$ cat src/pkg/acc_pkg.sv
package acc_pkg;
  localparam logic [7:0] ACC_CTRL_ADDR     = 8'he8;
  localparam logic [7:0] ACC_CTRL_RESET    = 8'h00;
  localparam int         ACC_BIT_ON        = 7;
  localparam int         ACC_BIT_TRACK     = 6;
  localparam int         ACC_BIT_DONE      = 5;
  localparam int         ACC_BIT_ACTIVE    = 4;
  localparam int         ACC_BIT_SRC_HI    = 3;
  localparam int         ACC_BIT_SRC_LO    = 2;
  localparam int         ACC_BIT_WINDOW    = 1;
  localparam int         ACC_BIT_ALIGN     = 0;
  localparam logic [1:0] ACC_SRC_SOFTWARE  = 2'h0;
  localparam logic [1:0] ACC_SRC_TIMER3    = 2'h1;
  localparam logic [1:0] ACC_SRC_STROBE    = 2'h2;
  localparam logic [1:0] ACC_SRC_TIMER2    = 2'h3;
  localparam int         ACC_TRACK_SAR_CLKS = 3;
  localparam int         ACC_CONV_SAR_CLKS  = 11;
  localparam int         ACC_SAR_DIV        = 4;
  localparam int         ACC_RESULT_BITS    = 10;
  typedef enum logic [1:0] {
    ACC_IDLE,
    ACC_TRACK,
    ACC_CONVERT
  } acc_state_t;
endpackage

$ cat src/design/acc_result_store.sv
`timescale 1ns/1ps
module acc_result_store
  import acc_pkg::*;
#(
  parameter int RESULT_BITS = acc_pkg::ACC_RESULT_BITS
)(
  // Clock and reset
  input  wire logic                   clk_sys_in,
  input  wire logic                   reset_in,
  // Result capture
  input  wire logic                   load_in,
  input  wire logic [RESULT_BITS-1:0] result_in,
  input  wire logic                   left_align_sel_in,
  // Data registers
  output logic      [7:0]             data_high_out,
  output logic      [7:0]             data_low_out
);
  typedef struct packed {
    logic [RESULT_BITS-1:0] raw;
    logic [7:0]             high;
    logic [7:0]             low;
  } acc_store_t;

  acc_store_t s_q;
  acc_store_t s_d;
  logic [15:0] right_w;
  logic [15:0] left_w;

  always_comb
  begin
    s_d = s_q;
    if (load_in)
    begin
      s_d.raw = result_in;
    end
    right_w = 16'(s_d.raw);
    left_w  = right_w << (16 - RESULT_BITS);
    if (left_align_sel_in)
    begin
      s_d.high = left_w[15:8];
      s_d.low  = left_w[7:0];
    end
    else
    begin
      s_d.high = right_w[15:8];
      s_d.low  = right_w[7:0];
    end
  end

  always_ff @(posedge clk_sys_in or posedge reset_in)
  begin
    if (reset_in)
    begin
      s_q <= '0;
    end
    else
    begin
      s_q <= s_d;
    end
  end

  assign data_high_out = s_q.high;
  assign data_low_out  = s_q.low;
endmodule

$ cat src/design/acc_control.sv
`timescale 1ns/1ps
module acc_control
  import acc_pkg::*;
#(
  parameter int SAR_DIV        = acc_pkg::ACC_SAR_DIV,
  parameter int CONV_SAR_CLKS  = acc_pkg::ACC_CONV_SAR_CLKS,
  parameter int RESULT_BITS    = acc_pkg::ACC_RESULT_BITS
)(
  // Clock and reset
  input  wire logic                   clk_sys_in,
  input  wire logic                   reset_in,
  // Special function register port
  input  wire logic [7:0]             sfr_addr_in,
  input  wire logic                   sfr_wr_in,
  input  wire logic                   sfr_rd_in,
  input  wire logic [7:0]             sfr_wdata_in,
  output logic      [7:0]             sfr_rdata_out,
  // Start sources
  input  wire logic                   timer3_overflow_in,
  input  wire logic                   timer2_overflow_in,
  input  wire logic                   ext_convert_strobe_in,
  // Converter core
  input  wire logic [RESULT_BITS-1:0] sar_result_in,
  input  wire logic                   window_hit_in,
  output logic                        converter_on_out,
  output logic                        tracking_out,
  output logic                        converting_out,
  // Interrupt
  input  wire logic                   conv_irq_enable_in,
  output logic                        conv_irq_out,
  // Data registers
  output logic      [7:0]             data_high_out,
  output logic      [7:0]             data_low_out
);
  import acc_pkg::*;

  typedef struct packed {
    logic [7:0]  ctrl;
    acc_state_t  state;
    logic [7:0]  div;
    logic [7:0]  sar_cnt;
    logic        strobe_prev;
    logic        irq;
    logic [7:0]  rdata;
  } acc_regs_t;

  acc_regs_t r_q;
  acc_regs_t r_d;

  logic       ctrl_wr;
  logic       sar_tick;
  logic       enabled;
  logic       track_mode;
  logic [1:0] src;
  logic       start_evt;
  logic       strobe_rise;
  logic       conv_end;
  logic       busy_now;
  logic       busy_next;

  assign ctrl_wr    = sfr_wr_in && (sfr_addr_in == ACC_CTRL_ADDR);
  assign enabled    = r_q.ctrl[ACC_BIT_ON];
  assign track_mode = r_q.ctrl[ACC_BIT_TRACK];
  assign src        = r_q.ctrl[ACC_BIT_SRC_HI:ACC_BIT_SRC_LO];
  assign sar_tick   = (r_q.div == 8'(SAR_DIV - 1));
  assign strobe_rise = ext_convert_strobe_in && !r_q.strobe_prev;

  always_comb
  begin
    case (src)
      ACC_SRC_SOFTWARE: start_evt = ctrl_wr && sfr_wdata_in[ACC_BIT_ACTIVE];
      ACC_SRC_TIMER3:   start_evt = timer3_overflow_in;
      ACC_SRC_STROBE:   start_evt = strobe_rise;
      ACC_SRC_TIMER2:   start_evt = timer2_overflow_in;
      default:          start_evt = 1'b0;
    endcase
  end

  assign conv_end = (r_q.state == ACC_CONVERT) && sar_tick && (r_q.sar_cnt == 8'(CONV_SAR_CLKS - 1));

  always_comb
  begin
    r_d = r_q;
    r_d.strobe_prev = ext_convert_strobe_in;
    r_d.div = sar_tick ? 8'h00 : r_q.div + 8'h01;
    if (ctrl_wr)
    begin
      // Busy is owned by the state machine; flags take the written value.
      r_d.ctrl[7:6] = sfr_wdata_in[7:6];
      r_d.ctrl[5]   = sfr_wdata_in[5];
      r_d.ctrl[3:0] = sfr_wdata_in[3:0];
    end
    // A completion in the same cycle as a clearing write still sets the flag.
    if (conv_end)
    begin
      r_d.ctrl[ACC_BIT_DONE] = 1'b1;
      if (window_hit_in)
      begin
        r_d.ctrl[ACC_BIT_WINDOW] = 1'b1;
      end
    end
    case (r_q.state)
      ACC_IDLE:
      begin
        if (enabled && start_evt)
        begin
          r_d.sar_cnt = 8'h00;
          // Triggered tracking precedes conversion except in strobe mode, where the low phase was the track.
          if (track_mode && src != ACC_SRC_STROBE)
          begin
            r_d.state = ACC_TRACK;
          end
          else
          begin
            r_d.state = ACC_CONVERT;
          end
        end
      end
      ACC_TRACK:
      begin
        if (sar_tick)
        begin
          r_d.sar_cnt = r_q.sar_cnt + 8'h01;
          if (r_q.sar_cnt == 8'(ACC_TRACK_SAR_CLKS - 1))
          begin
            r_d.sar_cnt = 8'h00;
            r_d.state   = ACC_CONVERT;
          end
        end
      end
      ACC_CONVERT:
      begin
        if (sar_tick)
        begin
          r_d.sar_cnt = r_q.sar_cnt + 8'h01;
        end
        if (conv_end)
        begin
          r_d.state = ACC_IDLE;
        end
      end
      default:
      begin
        r_d.state = ACC_IDLE;
      end
    endcase
    // Shutdown follows the written enable at once, so no conversion outlives its enable.
    if (!r_d.ctrl[ACC_BIT_ON])
    begin
      r_d.state = ACC_IDLE;
    end
    busy_now  = (r_q.state != ACC_IDLE);
    busy_next = (r_d.state != ACC_IDLE);
    r_d.ctrl[ACC_BIT_ACTIVE] = busy_next;
    r_d.irq = busy_now && !busy_next && conv_irq_enable_in;
    r_d.rdata = (sfr_rd_in && sfr_addr_in == ACC_CTRL_ADDR) ? r_q.ctrl : 8'h00;
  end

  always_ff @(posedge clk_sys_in or posedge reset_in)
  begin
    if (reset_in)
    begin
      r_q       <= '0;
      r_q.ctrl  <= ACC_CTRL_RESET;
      r_q.state <= ACC_IDLE;
      // The strobe idles high; starting low here would fake a rising edge after reset.
      r_q.strobe_prev <= 1'b1;
    end
    else
    begin
      r_q <= r_d;
    end
  end

  always_comb
  begin
    tracking_out = 1'b0;
    if (enabled)
    begin
      if (r_q.state == ACC_TRACK)
      begin
        tracking_out = 1'b1;
      end
      else if (r_q.state == ACC_IDLE && !track_mode)
      begin
        tracking_out = 1'b1;
      end
      else if (r_q.state == ACC_IDLE && src == ACC_SRC_STROBE)
      begin
        tracking_out = !ext_convert_strobe_in;
      end
    end
  end

  assign converter_on_out = enabled;
  assign converting_out   = (r_q.state == ACC_CONVERT);
  assign conv_irq_out     = r_q.irq;
  assign sfr_rdata_out    = r_q.rdata;

  acc_result_store #(
    .RESULT_BITS (RESULT_BITS)
  ) u_store (
    .clk_sys_in        (clk_sys_in),
    .reset_in          (reset_in),
    .load_in           (conv_end),
    .result_in         (sar_result_in),
    .left_align_sel_in (r_q.ctrl[ACC_BIT_ALIGN]),
    .data_high_out     (data_high_out),
    .data_low_out      (data_low_out)
  );
endmodule

$ cat config.mk
export PLATFORM = sky130hd
export DESIGN_NAME = acc_control
export DESIGN_NICKNAME = d
export VERILOG_FILES = /design/src/pkg/acc_pkg.sv /design/src/design/acc_result_store.sv /design/src/design/acc_control.sv
export SDC_FILE = /design/constraint.sdc
export NUM_CORES = 1
export LEC_CHECK = 0
export ABC_AREA = 1
export BUFFER_PORTS_ARGS = -buffer_cell sky130_fd_sc_hd__buf_2
export CORE_MARGIN = 4
export CORE_UTILIZATION = 50
export DETAILED_ROUTE_END_ITERATION = 10
export GPL_TIMING_DRIVEN = 0
export PLACE_DENSITY = 0.73
export SETUP_SLACK_MARGIN = 0.02
export SKIP_LAST_GASP = 1
export SYNTH_ARGS = -nofsm -noshare
export SYNTH_HDL_FRONTEND = slang
export SYNTH_HIERARCHICAL = 1
export SYNTH_SLANG_ARGS = --single-unit
$ cat constraint.sdc
create_clock -name clk_sys_in -period 2.58 [get_ports clk_sys_in]
set_input_delay 0.387 -clock clk_sys_in [delete_from_list [all_inputs] [get_ports clk_sys_in]]
set_output_delay 0.387 -clock clk_sys_in [all_outputs]
set_load 0.01 [all_outputs]
==> results.sh, run 1 <==
export IMPL_h_tree_depth=3
export IMPL_hold_class="input pin to flop"
export IMPL_grt_remaining_overflow=0
export IMPL_muxShareOfSynthArea_pct=0
export IMPL_vias=2438
export IMPL_slew_headroom_pct=35.75
export IMPL_synth_main_ff_cell="dfrtp_1"
export IMPL_synth_edf_count=0
export IMPL_maxCapViolations=0
export IMPL_p_per_area_nw_per_um2=661.4
export IMPL_fmax_mhz=468.0
export IMPL_critPathCaptureType="output pin"
export IMPL_switching_share_pct=30.58
export IMPL_drtIter0Drc=91
export IMPL_die_h_um=85.72
export IMPL_yosys_warnings=6
export IMPL_pwr_share_seq_pct=44.3
export IMPL_async_flop_share_pct=100.0
export IMPL_gp_congestion=0.8259
export IMPL_worstSetupPathType="flop to output pin"
export IMPL_worstPathMaxFanout=5
export IMPL_crit_required_ns=2.19
export IMPL_status="completed"
export IMPL_die_area_um2=7348
export IMPL_p_leak_uw=0.002186
export IMPL_cts_sinks=62
export IMPL_fill_cells=541
export IMPL_grt_max_degree=27
export IMPL_fp_dieW_um=85.72
export IMPL_cts_path_max_buffers=2
export IMPL_peakVddDrop_mv=0.5641
export IMPL_synth_xor_area_share_pct=0.5800
export IMPL_rsz0062_at_grt="false"
export IMPL_num_io_pins=63
export IMPL_drv_slew=0
export IMPL_synth_cells=364
export IMPL_drive_above_1_share_pct=27.73
export IMPL_postCtsHoldBufs=0
export IMPL_dp_hpwl_um=4538
export IMPL_worst_setup_path_start_kind="flop"
export IMPL_grt_pass1_wl_um=10250
export IMPL_clkPwrFrac_pct=33.1
export IMPL_cts_tree="done"
export IMPL_period_share_pct=82.82
export IMPL_antennaDiodeCount=0
export IMPL_synth_top_area_share_pct=50.54
export IMPL_routed_wl_um=5842
export IMPL_root_buffer="clkbuf_8"
export IMPL_post_cts_buffers=0
export IMPL_initial_utilization_pct=51.32
export IMPL_worst_clock_skew_ns=0.004842
export IMPL_port_buffers=62
export IMPL_syn_area_per_cell_um2=8.298
export IMPL_arrival_ns=1.75
export IMPL_synth_top_cells_by_area="dfrtp_1 (51%), nand2_1 (9.6%), inv_1 (8.5%), buf_4 (6.2%), nor2_1 (5.8%)"
export IMPL_synth_nets=406
export IMPL_rows=28
export IMPL_seq_area_um2=1553
export IMPL_multi_input_area_um2=994.7
export IMPL_switchingPower_uw=733.9
export IMPL_synth_largest_area_cell="dfrtp_1"
export IMPL_synthAdderAreaFrac_pct=2.900
export IMPL_max_slew_worst_pin_slew_ns=0.9626
export IMPL_clkTransAtPathRegs_ns=0.06
export IMPL_drc=0
export IMPL_layout_common_cells="nand2_1 (77), inv_1 (68), buf_2 (64), dfrtp_1 (61), nor2_1 (47)"
export IMPL_ys_seq_elements=62
export IMPL_p_comb_share_pct=22.6
export IMPL_drt_pass1_iterations=4
export IMPL_synth_cell_types=29
export IMPL_synth_top_family_by_area="simple AND/OR/NAND/NOR gates"
export IMPL_final_nets=480
export IMPL_grt_use_total_pct=17.68
export IMPL_hold_violations=0
export IMPL_post_drt_via_cell_ratio=4.734
export IMPL_synth_compound_area_share_pct=5.634
export IMPL_drtAntennaViolNets=0
export IMPL_antenna_found_initial=0
export IMPL_setup_ws_ns=0.4434
export IMPL_first_global_vias=2405
export IMPL_cts_buffers=9
export IMPL_finalSetupViolations=0
export IMPL_intPower_uw=1666
export IMPL_wire_per_inst_um=11.34
export IMPL_core_um2=5886
export IMPL_clk_latency_ns=0.33
export IMPL_syn2layout_area_growth_pct=20.13
export IMPL_ys_seq_area_share_pct=51.41
export IMPL_cts_repair_resized=0
export IMPL_fin_crit_ns=2.137
export IMPL_final_common_cell="nand2_1"
export IMPL_hold_ws_ns=0.1751
export IMPL_synthesis_area_um2=3020
export IMPL_dp_worst_setup_slack_ns=0.4013
export IMPL_yosys_area_share_simple_pct=23.82
export IMPL_setup_tns_ns=0
## metal layers
layer / GRT usage, % / wire length [um]
met1: 20.67 / 2485
met2: 31.14 / 2935
met3: 3.842 / 326
met4: 7.770 / 94
met5: 0 / 0
## layout make-up
type	count	share of cell area (%)
Sequential cell	62	42.79
Multi-Input combinational cell	203	27.41
Timing Repair Buffer	63	9.310
Inverter	72	7.586
Buffer	27	5.448
Clock buffer	11	3.897
Tap cell	75	2.586
Clock inverter	2	0.9655
## registers in the layout, indices dropped and copies added, names as in the netlist
signal and cells:
conv_irq_out 1, u_store/data_low_out 8, converter_on_out 1, u_store/s_q 10, sfr_rdata_out 8, u_store/data_high_out 8
r_q 26
## cells in the mapped netlist (2+ instances only)
library cell  count
a21oi_1           7
buf_2             2
buf_4            25
dfrtp_1          61
ha_1              7
inv_1            68
inv_2             2
nand2_1          77
nand2_2           5
nand3_1          18
nand4_1           5
nor2_1           47
nor2_2            2
nor2_4            2
nor3_1            5
o211ai_1          2
o21a_1            2
o21ai_0          11
o21ai_1           3
o21ai_2           3
xor2_1            2
## worst max-delay path: stages, from the launching register on
cell and delay, ns:
dfrtp_1 0.40, inv_1 0.13, ha_1 0.27, inv_1 0.10
a21oi_1 0.11, o21ai_0 0.10, a21oi_1 0.16, buf_2 0.15
## power groups by stage
stage	clock (uW)	combinational, uW	sequential (uW)
CTS	816	542	1060
floorplan	0	396	1080
detailed placement	0	538	1080
finish	795	542	1060
global route	853	632	1070
global placement	0	519	1080
## logic make-up after synthesis
logic type               Yosys count
flip-flops                        62
buffers and inverters             99
XOR/XNOR                           2
adder cells (fa/ha/maj)            7
AO/OA/AOI/OAI                     29
AND/OR/NAND/NOR                  165
## worst paths after layout
kind / cells past startpoint / to / slack, ns / startpoint
worst max-delay path: 7 / tracking_out / 0.44 / r_q[27]
worst min-delay path: 1 / r_q[9] / 0.18 / ext_convert_strobe_in
worst max register to register: 9 / u_store/data_high_out[3] / 0.45 / r_q[18]
worst min register to register: 2 / sfr_rdata_out[1] / 0.49 / r_q[29]
max in group asynchronous: 2 / u_store/s_q[17] / 1.71 / reset_in
min in group asynchronous: 2 / sfr_rdata_out[1] / 0.19 / reset_in
## through the flow
stage / total power (uW) / std cells / cell area [um2] / utilization, %
2_1_floorplan: 1474 / 364 / 3020 / -
3_3_place_gp: 1599 / 501 / 3425 / 58.18
3_5_place_dp: 1620 / 502 / 3452 / 58.65
4_1_cts: 2422 / 515 / 3628 / 61.65
5_1_grt: 2556 / 515 / 3628 / 61.65
6_report: 2400 / 515 / 3628 / 61.65
Power figures use the tool's default switching activity.
==> inputs of run 2 (changes only) <==
--- a/config.mk
+++ b/config.mk
@@ -5,7 +5,7 @@
 export SDC_FILE = /design/constraint.sdc
 export NUM_CORES = 1
 export LEC_CHECK = 0
-export ABC_AREA = 1
+export ABC_AREA = 0
 export BUFFER_PORTS_ARGS = -buffer_cell sky130_fd_sc_hd__buf_2
 export CORE_MARGIN = 4
 export CORE_UTILIZATION = 50
==> constraint.sdc (replaced) <==
create_clock -name clk_sys_in -period 2.16 [get_ports clk_sys_in]
set_input_delay 0.324 -clock clk_sys_in [delete_from_list [all_inputs] [get_ports clk_sys_in]]
set_output_delay 0.324 -clock clk_sys_in [all_outputs]
set_load 0.01 [all_outputs]
==> results.sh, run 2 <==
export IMPL_synth_largest_area_cell="dfrtp_1"
export IMPL_synth_top_area_share_pct=50.77
export IMPL_period_share_pct=96.89
export IMPL_synth_cells=249
export IMPL_drtIter0Drc=92
export IMPL_fill_cells=441
export IMPL_async_flop_share_pct=100.0
export IMPL_fin_util_pct=66.80
export IMPL_cp_cell_sequence="nor4_4 -> and4_4 -> nand3_2 -> inv_2 -> buf_12 -> mux4_2"
export IMPL_post_drt_via_cell_ratio=5.209
export IMPL_place_area_um2=3441
export IMPL_slowest_delay_ns=0.50
export IMPL_syn_area_per_cell_um2=12.07
export IMPL_cts_sinks=62
export IMPL_yosys_warnings=6
export IMPL_first_global_vias=2074
export IMPL_ys_seq_elements=62
export IMPL_cp_num_buf_inv=2
export IMPL_fmax_mhz=477.8
export IMPL_cts_buffers=9
export IMPL_final_nets=372
export IMPL_grt_remaining_overflow=0
export IMPL_synth_top_cells_by_area="dfrtp_1 (51%), buf_4 (6.0%), mux2_2 (3.4%), mux4_2 (3.0%), ha_1 (2.9%)"
export IMPL_drt_pass1_iterations=4
export IMPL_fp_dieW_um=85.55
export IMPL_grt_pass1_wl_um=9784
export IMPL_drv_slew=0
export IMPL_synth_edf_count=0
export IMPL_maxCapViolations=0
export IMPL_routed_wl_um=5969
export IMPL_synth_main_ff_cell="dfrtp_1"
export IMPL_arrival_ns=2.29
export IMPL_hold_ws_ns=0.1095
export IMPL_cts_tree="done"
export IMPL_port_buffers=62
export IMPL_worstPathMaxFanout=10
export IMPL_crit_family="simple AND/OR/NAND/NOR gates"
export IMPL_vias=2120
export IMPL_num_io_pins=63
export IMPL_setup_tns_ns=0
export IMPL_p_leak_uw=0.001981
export IMPL_crit_required_ns=2.36
export IMPL_post_synth_top_count_cell="dfrtp_1"
export IMPL_finalSetupViolations=0
export IMPL_gp_congestion=0.8263
export IMPL_rows=27
export IMPL_max_slew_worst_pin_slew_ns=0.9489
export IMPL_final_common_cell="buf_2"
export IMPL_dp_hpwl_um=4133
export IMPL_placedCellCount=384
export IMPL_worstSetupPathType="flop to flop"
export IMPL_clkTransAtPathRegs_ns=0.07
export IMPL_p_per_area_nw_per_um2=675.6
export IMPL_synthTopCellsByCount="dfrtp_1 (61), buf_4 (24), inv_1 (13)"
export IMPL_hold_violations=0
export IMPL_antennaDiodeCount=0
export IMPL_status="completed"
export IMPL_largest_reg_flops=26
export IMPL_wire_per_inst_um=14.67
export IMPL_die_h_um=85.55
export IMPL_synth_nets=291
export IMPL_die_area_um2=7318
export IMPL_grt_use_total_pct=16.91
export IMPL_rsz0062_at_grt="true"
export IMPL_h_tree_depth=3
export IMPL_drive_above_1_share_pct=46.57
export IMPL_drc=0
export IMPL_worst_clock_skew_ns=0.006929
export IMPL_worst_setup_path_start_kind="flop"
export IMPL_antenna_found_initial=0
export IMPL_fin_crit_ns=2.093
export IMPL_drtAntennaViolNets=0
export IMPL_core_um2=5675
export IMPL_stdcell_count=407
export IMPL_synth_cell_types=51
export IMPL_syn2layout_area_growth_pct=26.09
export IMPL_clk_latency_ns=0.33
export IMPL_peakVddDrop_mv=0.4744
export IMPL_slowest_stage="mux4_2"
export IMPL_initial_utilization_pct=52.98
export IMPL_slew_headroom_pct=36.67
export IMPL_top_register="r_q"
export IMPL_grt_max_degree=27
export IMPL_ys_seq_area_share_pct=51.64
export IMPL_critPathCaptureType="flop"
export IMPL_root_buffer="clkbuf_8"
export IMPL_synthesis_area_um2=3007
export IMPL_layout_common_cells="buf_2 (62), dfrtp_1 (58), buf_4 (31), nand2_1 (12), inv_1 (12)"
export IMPL_cts_path_max_buffers=2
export IMPL_reg_largest_list="r_q x26, u_store/s_q x10"
export IMPL_final_cell_area_um2=3791
export IMPL_hold_class="input pin to flop"
run 2: area by class of cell:
cell class | count | area, um2 | share of cell area (%)
clock buffers | 9 | 123.9 | 3.267
inverters | 14 | 52.55 | 1.386
flip-flops and latches | 62 | 1556 | 41.06
clock inverters | 7 | 127.6 | 3.366
well taps | 72 | 90.09 | 2.376
plain buffers | 27 | 215.2 | 5.677
repair buffers | 70 | 390.4 | 10.30
multi-input cells | 146 | 1235 | 32.57
run 2: per-layer routing:
metal  vias up  share of wire (%)  GRT usage, %
met2        46                 51         28.67
met5         -                  0             0
met3         4                4.6         4.515
li1       1012                  -             -
met4         0               0.80         5.180
met1      1058                 43         21.16
run 2: through the flow:
| step | setup slack [ns] | power (uW) |
|---|---|---|
| floorplan | 0.02227 | 1246 |
| global placement | -0.2183 | 1292 |
| detailed placement | -0.2871 | 1301 |
| CTS | 0.05133 | 2588 |
| global route | -0.003062 | 2661 |
| finish | 0.06728 | 2561 |
run 2: logic make-up (layout without fill, tap and decap cells):
family | Yosys count | after routing | synth area share [%]
buffers and inverters | 41 | 127 | 8.614
AND/OR/NAND/NOR | 71 | 71 | 14.36
XOR/XNOR | 6 | 6 | 1.748
multiplexers | 22 | 22 | 10.20
flip-flops | 62 | 62 | 51.64
adder cells (fa/ha/maj) | 7 | 7 | 2.913
AO/OA/AOI/OAI | 40 | 40 | 10.53
run 2: worst paths after layout:
path / startpoint / endpoint / slack (ns) / depth (start not counted)
max: r_q[22] / u_store/data_high_out[0] / 0.07 / 6
min: ext_convert_strobe_in / r_q[9] / 0.11 / 1
max reg2reg: r_q[22] / u_store/data_high_out[0] / 0.07 / 6
min reg2reg: r_q[18] / r_q[18] / 0.46 / 1
max in group asynchronous: reset_in / u_store/data_low_out[5] / 1.37 / 2
min in group asynchronous: reset_in / r_q[25] / 0.15 / 2
run 2: what timing repair did:
action                     CTS  global route
resized for setup            6             7
setup buffers                5             2
pin swaps                    2             2
hold buffers                 0             0
setup endpoints to repair   22            25
run 2: power by group:
group | leakage (uW) | switching, uW | total [uW] | internal [uW]
Clock | 0.000127 | 499 | 1290 | 787
Sequential | 0.000843 | 9.80 | 1180 | 1170
Combinational | 0.00101 | 50.6 | 95.8 | 45.3
Total | 0.00198 | 559 | 2560 | 2000
